<file path="config.mk">
export PLATFORM = sky130hd
export DESIGN_NAME = dmsi_regbank
export DESIGN_NICKNAME = d
export VERILOG_FILES = /design/src/rtl/dmsi_pkg.sv /design/src/rtl/dmsi_alu_flags.sv /design/src/rtl/dmsi_irq_arb.sv /design/src/rtl/dmsi_regbank.sv
export VERILOG_INCLUDE_DIRS = /design/src /design/src/rtl
export SDC_FILE = /design/constraint.sdc
export NUM_CORES = 1
export LEC_CHECK = 0
export CORE_MARGIN = 2
export CORE_UTILIZATION = 25
export DETAILED_ROUTE_END_ITERATION = 6
export DONT_BUFFER_PORTS = 1
export GPL_ROUTABILITY_DRIVEN = 0
export PLACE_DENSITY = 0.39
export SLEW_MARGIN = 20
export SYNTH_ARGS = -nofsm -noshare
export SYNTH_HDL_FRONTEND = slang
export SYNTH_HIERARCHICAL = 1
export SYNTH_SLANG_ARGS = --single-unit
</file>
<file path="constraint.sdc">
create_clock -name clk -period 6.15 [get_ports clk]
set_input_delay 1.23 -clock clk [delete_from_list [all_inputs] [get_ports clk]]
set_output_delay 1.23 -clock clk [all_outputs]
set_load 0.05 [all_outputs]
</file>
<file path="src/rtl/dmsi_defines.svh">
// Address map, bit positions, vectors and reset values of the data memory register bank
// Function
// [RL1] General-purpose bytes live at 40H..7FH, readable and writable.
// [RL2] Unassigned locations below 40H read back as 00H.
// [RL3] Accesses to 00H are redirected to the address held in the memory pointer.
// [RL4] Indirect access to 00H itself reads 00H and ignores writes.
// [RL5] Memory pointer stores seven bits; its bit 7 always reads 1.
// [RL6] Single-bit set and clear work on data memory bits, except dedicated ones.
// [RL7] Status writes leave watchdog expired and powerdown flags untouched.
// [RL8] Watchdog expired flag set by time-out, cleared by power-up, watchdog clear, halt.
// [RL9] Powerdown flag set by halt, cleared by power-up or watchdog clear.
// [RL10] Carry flag: addition carry or subtraction no-borrow; rotate-through-carry updates it.
// [RL11] Half carry flag: low nibble carry on add, no nibble borrow on subtract.
// [RL12] Zero flag set when arithmetic or logic result is zero.
// [RL13] Signed range flag set when carry into and out of MSB differ.
// [RL14] Status bits 6 and 7 always read zero.
// [RL15] Interrupt entry and calls save only the program counter, never status.
// [RL16] Servicing an interrupt clears global enable; new requests still set flags.
// [RL17] Software may nest by setting global enable plus the source enable.
// [RL18] No interrupt acknowledge while the return stack is full.
// [RL19] External falling edge sets external flag; service vectors to 04H, clearing flag and enable.
// [RL20] Every interrupt source can wake the device from halt.
// [RL21] Interrupt control bits 0..3: global, external, timer, converter enables.
// [RL22] Interrupt control bits 4..6: external, timer, converter request flags.
// [RL23] Priority: external first, then timer at 08H, then converter at 0CH.
// [RL24] Interrupt return sets global enable; plain return leaves it alone.
// [RL25] Request flags stay set until serviced or cleared by software.
// [RL26] Requests judged at an instruction boundary; one source per acknowledge cycle.
`ifndef DMSI_DEFINES_SVH
`define DMSI_DEFINES_SVH

`define DMSI_A_IND 7'h00
`define DMSI_A_MP 7'h01
`define DMSI_A_ACC 7'h05
`define DMSI_A_PCL 7'h06
`define DMSI_A_TABLE_POINTER 7'h07
`define DMSI_A_TABLE_HIGH_BYTE 7'h08
`define DMSI_A_STATUS 7'h0A
`define DMSI_A_INTERRUPT_CONTROL 7'h0B
`define DMSI_A_TMR 7'h0D
`define DMSI_A_TIMER_CONTROL 7'h0E
`define DMSI_A_PA 7'h12
`define DMSI_A_PAC 7'h13
`define DMSI_A_PB 7'h14
`define DMSI_A_PBC 7'h15
`define DMSI_A_PD 7'h18
`define DMSI_A_PDC 7'h19
`define DMSI_A_ADC_RESULT_HIGH 7'h21
`define DMSI_A_ADC_CONTROL 7'h22
`define DMSI_A_ADC_CLOCK_SELECT 7'h23
`define DMSI_A_GP_BASE 7'h40

`define DMSI_ST_PDF 4
`define DMSI_ST_TO 5
`define DMSI_IC_GIE 0
`define DMSI_IC_EN_LO 1
`define DMSI_IC_EN_HI 3
`define DMSI_IC_FL_LO 4
`define DMSI_IC_FL_HI 6

`define DMSI_VEC_EXT 8'h04
`define DMSI_VEC_TMR 8'h08
`define DMSI_VEC_ADC 8'h0C

`define DMSI_ZERO_BYTE 8'h00
`define DMSI_MP_TOP 1'b1

`endif

</file>
<file path="src/rtl/dmsi_pkg.sv">
// Types shared by the data memory register bank
`default_nettype none
package dmsi_pkg;

  // One core access: plain read/write or single-bit set/clear
  typedef struct packed {
    logic rd;
    logic wr;
    logic bset;
    logic bclr;
    logic [6:0] addr;
    logic [2:0] bitn;
    logic [7:0] data;
  } dmsi_mem_req_t;

  typedef enum logic [1:0] {
    DMSI_ALU_ADD = 2'h0,
    DMSI_ALU_SUB = 2'h1,
    DMSI_ALU_LOGIC = 2'h2,
    DMSI_ALU_ROTC = 2'h3
  } dmsi_alu_kind_t;

  // For LOGIC, b carries the result; for ROTC, cin carries the new carry
  typedef struct packed {
    logic valid;
    dmsi_alu_kind_t kind;
    logic [7:0] a;
    logic [7:0] b;
    logic cin;
  } dmsi_alu_req_t;

  // Flag values in status order (ov, z, ac, c) with per-flag write enables
  typedef struct packed {
    logic [3:0] we;
    logic [3:0] val;
  } dmsi_flag_upd_t;

  typedef enum logic [1:0] {
    DMSI_IRQ_ARM = 2'b01,
    DMSI_IRQ_ACK = 2'b10
  } dmsi_irq_state_t;

endpackage
`default_nettype wire

</file>
<file path="src/rtl/dmsi_alu_flags.sv">
// Arithmetic flag generation for the status register
`timescale 1ns/100ps
`default_nettype none
`include "dmsi_defines.svh"
module dmsi_alu_flags
  import dmsi_pkg::*;
(
  // Request from the core
  input wire dmsi_pkg::dmsi_alu_req_t alu_req,
  // Flag update toward status
  output dmsi_pkg::dmsi_flag_upd_t flag_upd
);
  logic [7:0] b_eff;
  logic [8:0] sum9;
  logic [4:0] sum_lo;
  logic [7:0] sum_7;
  logic [7:0] res;

  // Subtraction as a + ~b + cin, so carry out means no borrow
  always_comb begin
    b_eff = (alu_req.kind == DMSI_ALU_SUB) ? ~alu_req.b : alu_req.b;
    sum9 = {1'b0, alu_req.a} + {1'b0, b_eff} + {8'h00, alu_req.cin};
    sum_lo = {1'b0, alu_req.a[3:0]} + {1'b0, b_eff[3:0]} + {4'h0, alu_req.cin};
    sum_7 = {1'b0, alu_req.a[6:0]} + {1'b0, b_eff[6:0]} + {7'h00, alu_req.cin};
    res = (alu_req.kind == DMSI_ALU_LOGIC) ? alu_req.b : sum9[7:0];
    flag_upd.we = 4'h0;
    flag_upd.val[0] = sum9[8]; // RL10
    flag_upd.val[1] = sum_lo[4]; // RL11
    flag_upd.val[2] = (res == `DMSI_ZERO_BYTE); // RL12
    flag_upd.val[3] = sum_7[7] ^ sum9[8]; // RL13
    if (alu_req.valid) begin
      case (alu_req.kind)
        DMSI_ALU_ADD, DMSI_ALU_SUB: flag_upd.we = 4'hF;
        DMSI_ALU_LOGIC: flag_upd.we = 4'h4;
        DMSI_ALU_ROTC: begin
          flag_upd.we = 4'h1;
          flag_upd.val[0] = alu_req.cin; // RL10
        end
        default: flag_upd.we = 4'h0;
      endcase
    end
  end
endmodule
`default_nettype wire

</file>
<file path="src/rtl/dmsi_irq_arb.sv">
// Fixed-priority pick among pending enabled interrupt sources
`timescale 1ns/100ps
`default_nettype none
`include "dmsi_defines.svh"
module dmsi_irq_arb #(
  parameter int N_SRC = 3
) (
  // Pending and enabled sources, bit 0 highest priority
  input wire logic [N_SRC-1:0] pend,
  // Chosen source and its vector
  output logic [N_SRC-1:0] grant,
  output logic [7:0] vec
);
  function automatic logic [7:0] src_vec(input int idx);
    case (idx)
      0: src_vec = `DMSI_VEC_EXT;
      1: src_vec = `DMSI_VEC_TMR;
      default: src_vec = `DMSI_VEC_ADC;
    endcase
  endfunction

  always_comb begin
    grant = '0;
    vec = `DMSI_ZERO_BYTE;
    for (int i = N_SRC - 1; i >= 0; i--) begin
      if (pend[i]) begin
        grant = '0;
        grant[i] = 1'b1; // RL23
        vec = src_vec(i); // RL23
      end
    end
  end
endmodule
`default_nettype wire

</file>
<file path="src/rtl/dmsi_regbank.sv">
// Data memory, special function registers, status flags and interrupt control
`timescale 1ns/100ps
`default_nettype none
`include "dmsi_defines.svh"
module dmsi_regbank #(
  parameter int GP_DEPTH = 64,
  parameter int SFR_DEPTH = 64
) (
  // Clock and reset
  input wire logic clk,
  input wire logic rst,
  // Core data memory access
  input wire dmsi_pkg::dmsi_mem_req_t mem_req,
  output logic [7:0] rd_data,
  // Core flag update
  input wire dmsi_pkg::dmsi_alu_req_t alu_req,
  // Core operation strobes
  input wire logic wdt_timeout,
  input wire logic watchdog_clear_op,
  input wire logic halt_op,
  input wire logic irq_return_op,
  input wire logic instr_boundary,
  input wire logic stack_full,
  // Read-only values supplied by neighbouring blocks
  input wire logic [7:0] table_high_in,
  input wire logic [7:0] adc_result_in,
  // Interrupt sources
  input wire logic ext_int_n,
  input wire logic timer_ovf,
  input wire logic adc_eoc,
  // Interrupt handshake toward the core
  output logic irq_ack,
  output logic [7:0] irq_vector,
  output logic wake_req
);
  import dmsi_pkg::*;

  localparam int GP_AW = $clog2(GP_DEPTH);
  localparam int SFR_AW = $clog2(SFR_DEPTH);

  logic [7:0] gp_mem [0:GP_DEPTH-1];
  logic [7:0] sfr_mem [0:SFR_DEPTH-1];
  logic [6:0] memory_pointer;
  logic [3:0] arith_flags;
  logic watchdog_expired_flag;
  logic powerdown_flag;
  logic [3:0] irq_enables;
  logic [2:0] irq_flags;
  logic ext_int_q;
  dmsi_irq_state_t irq_state;

  logic ind_sel;
  logic [6:0] eff_addr;
  logic ind_null;
  logic [7:0] cur_val;
  logic [7:0] bit_mask;
  logic [7:0] wval;
  logic do_write;
  logic wr_status;
  logic wr_interrupt_control;
  logic ext_fall;
  logic [2:0] irq_pend;
  logic [2:0] irq_grant;
  logic [7:0] grant_vec;
  logic can_ack;
  logic [2:0] next_irq_flags;
  dmsi_flag_upd_t flag_upd;

  // Locations held in the generic register array
  function automatic logic sfr_impl(input logic [6:0] a);
    case (a)
      `DMSI_A_ACC, `DMSI_A_PCL, `DMSI_A_TABLE_POINTER, `DMSI_A_TMR, `DMSI_A_TIMER_CONTROL,
      `DMSI_A_PA, `DMSI_A_PAC, `DMSI_A_PB, `DMSI_A_PBC, `DMSI_A_PD,
      `DMSI_A_PDC, `DMSI_A_ADC_CONTROL, `DMSI_A_ADC_CLOCK_SELECT: sfr_impl = 1'b1;
      default: sfr_impl = 1'b0;
    endcase
  endfunction

  function automatic logic is_gp(input logic [6:0] a);
    is_gp = (a >= `DMSI_A_GP_BASE);
  endfunction

  dmsi_alu_flags u_flags (
    .alu_req(alu_req),
    .flag_upd(flag_upd)
  );

  dmsi_irq_arb #(
    .N_SRC(3)
  ) u_arb (
    .pend(irq_pend),
    .grant(irq_grant),
    .vec(grant_vec)
  );

  // Address resolution; the pointer never holds 00H meaningfully, so no chaining
  always_comb begin
    ind_sel = (mem_req.addr == `DMSI_A_IND);
    eff_addr = ind_sel ? memory_pointer : mem_req.addr; // RL3
    ind_null = ind_sel && (memory_pointer == `DMSI_A_IND); // RL4
  end

  // Current contents of the resolved location
  always_comb begin
    case (eff_addr)
      `DMSI_A_IND: cur_val = `DMSI_ZERO_BYTE; // RL4
      `DMSI_A_MP: cur_val = {`DMSI_MP_TOP, memory_pointer}; // RL5
      `DMSI_A_STATUS: cur_val = {2'b00, watchdog_expired_flag, powerdown_flag,
                                 arith_flags}; // RL14
      `DMSI_A_INTERRUPT_CONTROL: cur_val = {1'b0, irq_flags, irq_enables}; // RL21 RL22
      `DMSI_A_TABLE_HIGH_BYTE: cur_val = table_high_in;
      `DMSI_A_ADC_RESULT_HIGH: cur_val = adc_result_in;
      default: begin
        if (is_gp(eff_addr)) begin
          cur_val = gp_mem[eff_addr[GP_AW-1:0]]; // RL1
        end else if (sfr_impl(eff_addr)) begin
          cur_val = sfr_mem[eff_addr[SFR_AW-1:0]];
        end else begin
          cur_val = `DMSI_ZERO_BYTE; // RL2
        end
      end
    endcase
  end

  // Write value, with bit operations as read-modify-write of the same location
  always_comb begin
    bit_mask = 8'h01 << mem_req.bitn;
    if (mem_req.bset) begin
      wval = cur_val | bit_mask; // RL6
    end else if (mem_req.bclr) begin
      wval = cur_val & ~bit_mask; // RL6
    end else begin
      wval = mem_req.data;
    end
    do_write = (mem_req.wr || mem_req.bset || mem_req.bclr) && !ind_null; // RL4
    wr_status = do_write && (eff_addr == `DMSI_A_STATUS);
    wr_interrupt_control = do_write && (eff_addr == `DMSI_A_INTERRUPT_CONTROL);
  end

  // General-purpose memory is not cleared by reset, as on the real array
  always_ff @(posedge clk) begin
    if (do_write && is_gp(eff_addr)) begin
      gp_mem[eff_addr[GP_AW-1:0]] <= wval; // RL1
    end
  end

  always_ff @(posedge clk) begin
    if (rst) begin
      for (int i = 0; i < SFR_DEPTH; i++) begin
        sfr_mem[i] <= `DMSI_ZERO_BYTE;
      end
    end else if (do_write && sfr_impl(eff_addr)) begin
      sfr_mem[eff_addr[SFR_AW-1:0]] <= wval;
    end
  end

  always_ff @(posedge clk) begin
    if (rst) begin
      memory_pointer <= 7'h00;
    end else if (do_write && eff_addr == `DMSI_A_MP) begin
      memory_pointer <= wval[6:0]; // RL5
    end
  end

  // Read data is registered and valid in the cycle after the request
  always_ff @(posedge clk) begin
    if (rst) begin
      rd_data <= `DMSI_ZERO_BYTE;
    end else if (mem_req.rd) begin
      rd_data <= cur_val;
    end else begin
      rd_data <= `DMSI_ZERO_BYTE;
    end
  end

  // A direct write wins over a flag update from the same instruction
  always_ff @(posedge clk) begin
    if (rst) begin
      arith_flags <= 4'h0;
    end else if (wr_status) begin
      arith_flags <= wval[3:0]; // RL7
    end else begin
      for (int i = 0; i < 4; i++) begin
        if (flag_upd.we[i]) begin
          arith_flags[i] <= flag_upd.val[i]; // RL10 RL11 RL12 RL13
        end
      end
    end
  end

  // Time-out set wins over a same-cycle clear so the reset cause is not lost
  always_ff @(posedge clk) begin
    if (rst) begin
      watchdog_expired_flag <= 1'b0;
    end else if (wdt_timeout) begin
      watchdog_expired_flag <= 1'b1; // RL8
    end else if (watchdog_clear_op || halt_op) begin
      watchdog_expired_flag <= 1'b0; // RL8
    end
  end

  always_ff @(posedge clk) begin
    if (rst) begin
      powerdown_flag <= 1'b0;
    end else if (halt_op) begin
      powerdown_flag <= 1'b1; // RL9
    end else if (watchdog_clear_op) begin
      powerdown_flag <= 1'b0; // RL9
    end
  end

  // Input is synchronous; one stage is enough for edge detection
  always_ff @(posedge clk) begin
    if (rst) begin
      ext_int_q <= 1'b1;
    end else begin
      ext_int_q <= ext_int_n;
    end
  end

  always_comb begin
    ext_fall = ext_int_q && !ext_int_n; // RL19
    irq_pend = irq_flags & irq_enables[`DMSI_IC_EN_HI:`DMSI_IC_EN_LO];
    can_ack = instr_boundary && irq_enables[`DMSI_IC_GIE] && !stack_full
              && (|irq_pend) && (irq_state == DMSI_IRQ_ARM); // RL18 RL26
  end

  // Events set flags even while the global enable is off; set beats any clear
  always_comb begin
    next_irq_flags = wr_interrupt_control ? wval[`DMSI_IC_FL_HI:`DMSI_IC_FL_LO] : irq_flags; // RL25
    if (can_ack) begin
      next_irq_flags = next_irq_flags & ~irq_grant; // RL19
    end
    next_irq_flags = next_irq_flags | {adc_eoc, timer_ovf, ext_fall}; // RL16 RL22
  end

  always_ff @(posedge clk) begin
    if (rst) begin
      irq_flags <= 3'h0;
    end else begin
      irq_flags <= next_irq_flags;
    end
  end

  // Enables: service clears global enable, interrupt return sets it
  always_ff @(posedge clk) begin
    if (rst) begin
      irq_enables <= 4'h0;
    end else begin
      if (wr_interrupt_control) begin
        irq_enables <= wval[`DMSI_IC_EN_HI:0]; // RL21
      end
      if (can_ack) begin
        irq_enables[`DMSI_IC_GIE] <= 1'b0; // RL16
      end else if (irq_return_op) begin
        irq_enables[`DMSI_IC_GIE] <= 1'b1; // RL24
      end
    end
  end

  // Acknowledge carries only the vector; status is never stacked here
  always_ff @(posedge clk) begin
    if (rst) begin
      irq_state <= DMSI_IRQ_ARM;
    end else begin
      case (irq_state)
        DMSI_IRQ_ARM: begin
          if (can_ack) begin
            irq_state <= DMSI_IRQ_ACK; // RL26
          end
        end
        DMSI_IRQ_ACK: irq_state <= DMSI_IRQ_ARM;
        default: irq_state <= DMSI_IRQ_ARM;
      endcase
    end
  end

  always_ff @(posedge clk) begin
    if (rst) begin
      irq_ack <= 1'b0;
      irq_vector <= `DMSI_ZERO_BYTE;
    end else begin
      irq_ack <= can_ack; // RL15
      if (can_ack) begin
        irq_vector <= grant_vec; // RL19 RL23
      end
    end
  end

  // Wake needs only the source enable; global enable matters after wake-up
  always_ff @(posedge clk) begin
    if (rst) begin
      wake_req <= 1'b0;
    end else begin
      wake_req <= powerdown_flag && (|irq_pend); // RL20
    end
  end
endmodule
`default_nettype wire

</file>
==> results of run 1 <==
-- sequential cells by signal, indices dropped and copies added (netlist names) --
name                   cells
gp_mem                   512
sfr_mem                  432
irq_vector                 8
rd_data                    8
memory_pointer             7
arith_flags                4
irq_enables                4
irq_flags                  3
irq_state                  2
ext_int_q                  1
irq_ack                    1
powerdown_flag             1
wake_req                   1
watchdog_expired_flag      1
-- where the power goes --
group | total (mW) | switching, mW | internal (mW)
clock network | 6.46 | 2.78 | 3.68
logic | 1.39 | 1.01 | 0.380
registers | 7.78 | 0.0744 | 7.70
-- cell usage in the layout (no fill, tap or decap), types with 9 or more instances in the layout --
master / n
edfxtp_1: 944
inv_1: 15
a221oi_1: 34
nand2b_1: 21
mux2i_1: 207
a211oi_1: 78
nor2b_1: 20
nor3_1: 22
a31oi_1: 37
nand3_1: 118
a2111oi_0: 9
nand4_1: 28
clkinv_1: 23
conb_1: 318
xnor2_1: 13
a21oi_1: 133
nor4_1: 23
nor2_1: 245
o211a_1: 27
clkbuf_16: 114
and3b_1: 15
o21ai_0: 45
o31ai_1: 13
buf_4: 222
a32oi_1: 38
clkbuf_1: 19
dfxtp_1: 41
buf_12: 22
clkinv_2: 22
nand2_1: 401
o22ai_1: 48
a311oi_1: 17
a22oi_1: 19
o211ai_1: 12
-- final timing paths --
| check | startpoint | end | slack (ns) |
|---|---|---|---|
| max reg2reg | memory_pointer[1] | gp_mem[35][6] | 0.53 |
| min | ext_int_q | irq_flags[0] | 0.44 |
| min reg2reg | ext_int_q | irq_flags[0] | 0.44 |
| max | memory_pointer[1] | gp_mem[35][6] | 0.53 |
-- through the flow --
step	instances	total power, mW
floorplan	3390	8.64
global placement	5560	9.27
detailed placement	5560	9.27
CTS	5759	15.8
global route	5767	16.2
finish	5767	15.6
-- cell families after synthesis --
family,after synthesis,share of synthesized area (%)
xor+xnor,15,0.315
buf+inv,288,3.37
fa+ha+maj,10,0.336
simple gates,961,10.4
flops,985,70.0
other cells,2,0.0180
compound gates,598,10.2
mux,215,5.37
-- worst register-to-register path, delay by kind of cell (launching register included) --
family / cells / cell delay (ns)
DFF: 1 / 0.56
and+or+nand+nor: 3 / 1.75
AOI/OAI and AO/OA: 6 / 1.96
buffers and inverters: 4 / 0.89
-- routing by layer --
metal	up-vias	track usage [%]	wire, um
met5	-	0	8
met4	2	7.48	5890
met3	215	2.98	8580
met2	829	28.0	71100
met1	14000	24.3	68100
li1	12300	-	-
-- layout make-up --
cell class / instances / share of cell area (%)
inverters: 25 / 0.217
diodes: 6 / 0.0300
flip-flops and latches: 985 / 58.2
multi-input cells: 2117 / 24.8
repair buffers: 246 / 4.31
well taps: 2189 / 5.46
clock buffers: 135 / 5.87
clock inverters: 64 / 1.08
==> flow_summary.json, run 1 <==
{
  "max_freq_mhz": 178,
  "tritoncts": "yes",
  "grt_max_degree": 362,
  "yosysMostFrequentCell": "edfxtp_1",
  "vias": 27300,
  "cap_violations": 0,
  "crit_chain": "nor4b_1 > a21oi_4 > inv_8 > buf_12 > nor2_1 > a32o_1 > a221oi_1 > a31oi_1 > nor4b_1 > a311oi_1 > a31o_2 > inv_2 > buf_12",
  "cts-root-buf": "clkbuf_16",
  "start_util_pct": 25.2,
  "cpLargestDelayFamily": "compound AO/OA/AOI/OAI gates",
  "drc": 0,
  "synth_top_area_cell": "edfxtp_1",
  "final_core_util_pct": 30.3,
  "synth_edf_count": 944,
  "antenna_found_initial": 13,
  "synth_common_cells": "edfxtp_1 (944), nand2_1 (401), nor2_1 (245)",
  "areaGrowthSynthToFinish_pct": 20.2,
  "ys_seq_elements": 985,
  "pre_cts_slack_ns": -0.0401,
  "rsz0062_at_grt": "false",
  "fp.coreArea_mm2": 0.165,
  "ir_worst_vdd_uv": 229,
  "rows": 149,
  "fin_skew_ns": 0.0390,
  "syn_area_per_cell_um2": 13.6,
  "nFillCells": 16600,
  "grt_use_total_pct": 17.8,
  "status": "finished clean",
  "cts_buffers": 111,
  "critPathMaxFanout": 64,
  "whs_path_depth": 2,
  "worst_pin_slew_ns": 1.18,
  "critPathLaunchType": "flop",
  "wl_per_cell_um": 26.7,
  "clk_latency_ns": 0.75,
  "cts_sinks": 985,
  "p_leak_nw": 17.8,
  "slowest_stage": "nor4b_1",
  "synth_ff_type": "edfxtp_1",
  "worst_hold_slack_ns": 0.438,
  "ctsResizeCount": 0,
  "synth_area_leaders": "edfxtp_1 (68%), mux2i_1 (5.0%), nand2_1 (3.6%), nor2_1 (2.2%), dfxtp_1 (2.0%)",
  "hold_path_class": "flop to flop",
  "crit_buf_inv": 4,
  "final_net_count": 3565,
  "post_cts_buffers": 0,
  "final_area_mm2": 0.0501,
  "slowest_delay_ns": 0.94,
  "r2r_cells": 13,
  "async_flop_share_pct": 0,
  "multi_input_area_mm2": 0.0124,
  "slew_viol_final": 0,
  "drtIter0Drc": 2405,
  "dp_hpwl_um": 102000,
  "crit_arrival_ns": 6.08,
  "dpl_cell_area_mm2": 0.0466,
  "fin_ws_ns": 0.534,
  "boundaryPins": 87,
  "clkSlewWorstSetupHoldPaths_ns": 0.06,
  "syn_area_mm2": 0.0417,
  "routed_wl_um": 154000,
  "min_period_ns": 5.62,
  "die_y_um": 412,
  "post-route-period-util_pct": 91.3,
  "hold_violations": 0,
  "die_area_mm2": 0.170,
  "vias_per_cell": 4.73,
  "layout-drive-gt1-share_pct": 13.2,
  "finalSetupTns_ns": 0,
  "synth_top_area_share_pct": 68.0,
  "yosys_warnings": 6,
  "critPathKind": "flop to flop",
  "finalSetupViolCount": 0,
  "htreeDepth": 3,
  "seq_area_mm2": 0.0292,
  "synth_cells": 3074,
  "critPathRequiredTime_ns": 6.61,
  "hold_buffers": 0,
  "cp-end-kind": "flop",
  "clk_path_buf_depth": 3,
  "synth_cell_type_count": 87,
  "grt_remaining_overflow": 0,
  "drtAntennaViolNets": 0,
  "first_pass_iters": 5,
  "io_buffers": 0,
  "ys_seq_area_share_pct": 70.0,
  "maxSlewHeadroom_pct": 20.5,
  "die_x_um": 412,
  "powerDensity_mw_per_mm2": 312,
  "path_depth": 13,
  "grt_pass1_vias": 26500,
  "grt_pass1_wl_um": 214000
}
Note: power is estimated with default switching activity, not from simulation.
==> inputs of run 2 (changes only) <==
clock period = 6.8 ns   (was 6.15 ns; I/O delays follow)
==> flow_summary.json, run 2 (same netlist as run 1, synthesis figures left out) <==
{
  "status": "finished clean",
  "worst_pin_slew_ns": 1.23,
  "slowest_delay_ns": 1.06,
  "dp_cells": 5537,
  "post_cts_buffers": 0,
  "cap_violations": 0,
  "start_util_pct": 25.2,
  "clk_latency_ns": 0.76,
  "wl_per_cell_um": 26.5,
  "dp_hpwl_um": 100000,
  "p_sw_share_pct": 24.9,
  "ctsResizeCount": 0,
  "tritoncts": "yes",
  "hold_violations": 0,
  "nFillCells": 16600,
  "fp.coreArea_mm2": 0.165,
  "die_y_um": 412,
  "critPathRequiredTime_ns": 7.34,
  "layout-drive-gt1-share_pct": 12.8,
  "crit_buf_inv": 3,
  "drtIter0Drc": 2433,
  "critPathKind": "input port to flop",
  "rsz0062_at_grt": "false",
  "areaGrowthSynthToFinish_pct": 19.8,
  "crit_arrival_ns": 6.38,
  "totalPowerFinal_mw": 14.1,
  "vias": 27100,
  "whs_path_depth": 2,
  "htreeDepth": 3,
  "rows": 149,
  "finalSetupViolCount": 0,
  "grt_max_degree": 362,
  "cp-end-kind": "flop",
  "slowest_stage": "a2111oi_0",
  "cpLargestDelayFamily": "compound AO/OA/AOI/OAI gates",
  "boundaryPins": 87,
  "io_buffers": 0,
  "layout_common_cells": "edfxtp_1 (944), nand2_1 (401), conb_1 (318)",
  "fin_skew_ns": 0.0462,
  "die_area_mm2": 0.170,
  "crit_chain": "nor4b_1 > a21oi_4 > inv_8 > buf_4 > a2111oi_0 > a2111oi_0 > o2111ai_1 > o211ai_1 > o211ai_1 > o211ai_1 > or2_1 > and2_2 > buf_12",
  "clock_power_share_pct": 41.5,
  "slew_viol_final": 0,
  "r2r_cells": 13,
  "grt_pass1_vias": 26700,
  "final_area_mm2": 0.0499,
  "final_net_count": 3543,
  "critPathLaunchType": "input port",
  "die_x_um": 412,
  "grt_remaining_overflow": 0,
  "first_pass_iters": 6,
  "drtAntennaViolNets": 0,
  "switching_power_mw": 3.51,
  "post-route-period-util_pct": 85.9,
  "clk_path_buf_depth": 3,
  "ir_worst_vdd_uv": 184,
  "finalSetupTns_ns": 0,
  "grt_pass1_wl_um": 214000,
  "pwr-share-comb_pct": 8.7,
  "vias_per_cell": 4.71,
  "worst_hold_slack_ns": 0.441,
  "mostFrequentLayoutCell": "edfxtp_1",
  "grt_use_total_pct": 17.8,
  "drc": 0,
  "powerDensity_mw_per_mm2": 283,
  "cts-root-buf": "clkbuf_16",
  "largest_reg_flops": 512,
  "antenna_found_initial": 19,
  "clkSlewWorstSetupHoldPaths_ns": 0.06,
  "routed_wl_um": 153000,
  "cts_sinks": 985,
  "max_freq_mhz": 171,
  "p_leak_nw": 17.6,
  "pwr-share-seq_pct": 49.8,
  "hold_path_class": "flop to flop",
  "maxSlewHeadroom_pct": 16.1,
  "path_depth": 13,
  "crit_top_cell": "o211ai_1",
  "dpl_cell_area_mm2": 0.0463,
  "cts_buffers": 112,
  "fin_cells": 5759,
  "internal_power_mw": 10.6,
  "min_period_ns": 5.84,
  "critPathMaxFanout": 47,
  "hold_buffers": 0
}
## run 2: cell type report
| type | instances | area [um2] | area share (%) |
|---|---|---|---|
| Antenna cell | 12 | 30.0 | 0.0601 |
| Clock buffer | 143 | 2990 | 5.99 |
| Multi-Input combinational cell | 2117 | 12500 | 24.9 |
| Timing Repair Buffer | 223 | 1930 | 3.86 |
| Inverter | 25 | 110 | 0.221 |
| Clock inverter | 65 | 513 | 1.03 |
| Sequential cell | 985 | 29200 | 58.4 |
| Tap cell | 2189 | 2740 | 5.49 |
## run 2: power by group through the flow
stage / clock, mW / combinational [mW] / sequential (mW)
floorplan: 0 / 0.669 / 7.14
global placement: 0 / 1.20 / 7.16
detailed placement: 0 / 1.20 / 7.16
CTS: 6.05 / 1.20 / 7.04
global route: 6.26 / 1.31 / 7.05
finish: 5.87 / 1.22 / 7.04
## run 2: worst paths after layout
path | startpoint | endpoint | slack, ns
hold reg to reg | ext_int_q | irq_flags[0] | 0.44
setup reg to reg | memory_pointer[1] | gp_mem[14][7] | 1.04
hold / removal | ext_int_q | irq_flags[0] | 0.44
setup / recovery | mem_req[11] | gp_mem[14][7] | 0.96
## run 2: metal layers
metal | wire length [um] | part of all wire [%] | GRT usage (%) | up-vias
met5 | 47 | 0.031 | 0 | -
met4 | 5610 | 3.7 | 7.10 | 8
met3 | 8520 | 5.6 | 3.18 | 241
met2 | 70800 | 46 | 28.1 | 825
met1 | 67900 | 44 | 24.1 | 13800
li1 | - | - | - | 12200
## run 2: stage by stage
step           setup slack (ns)  util [%]
6_report                  0.957      30.2
5_1_grt                   0.849      30.2
4_1_cts                    1.15      30.1
3_5_place_dp              0.415      28.0
3_3_place_gp              0.350      28.0
2_1_floorplan             0.927         -
## run 2: worst register-to-register path, stage by stage, from the launching register on
cell       delay (ns)
dfxtp_1          0.55
nor4b_1          0.66
a21oi_4          0.25
inv_8            0.36
buf_4            0.47
a2111oi_0        0.17
a2111oi_0        1.06
o2111ai_1        0.39
o211ai_1         0.21
o211ai_1         0.25
o211ai_1         0.25
or2_1            0.16
and2_2           0.44
buf_12           0.31
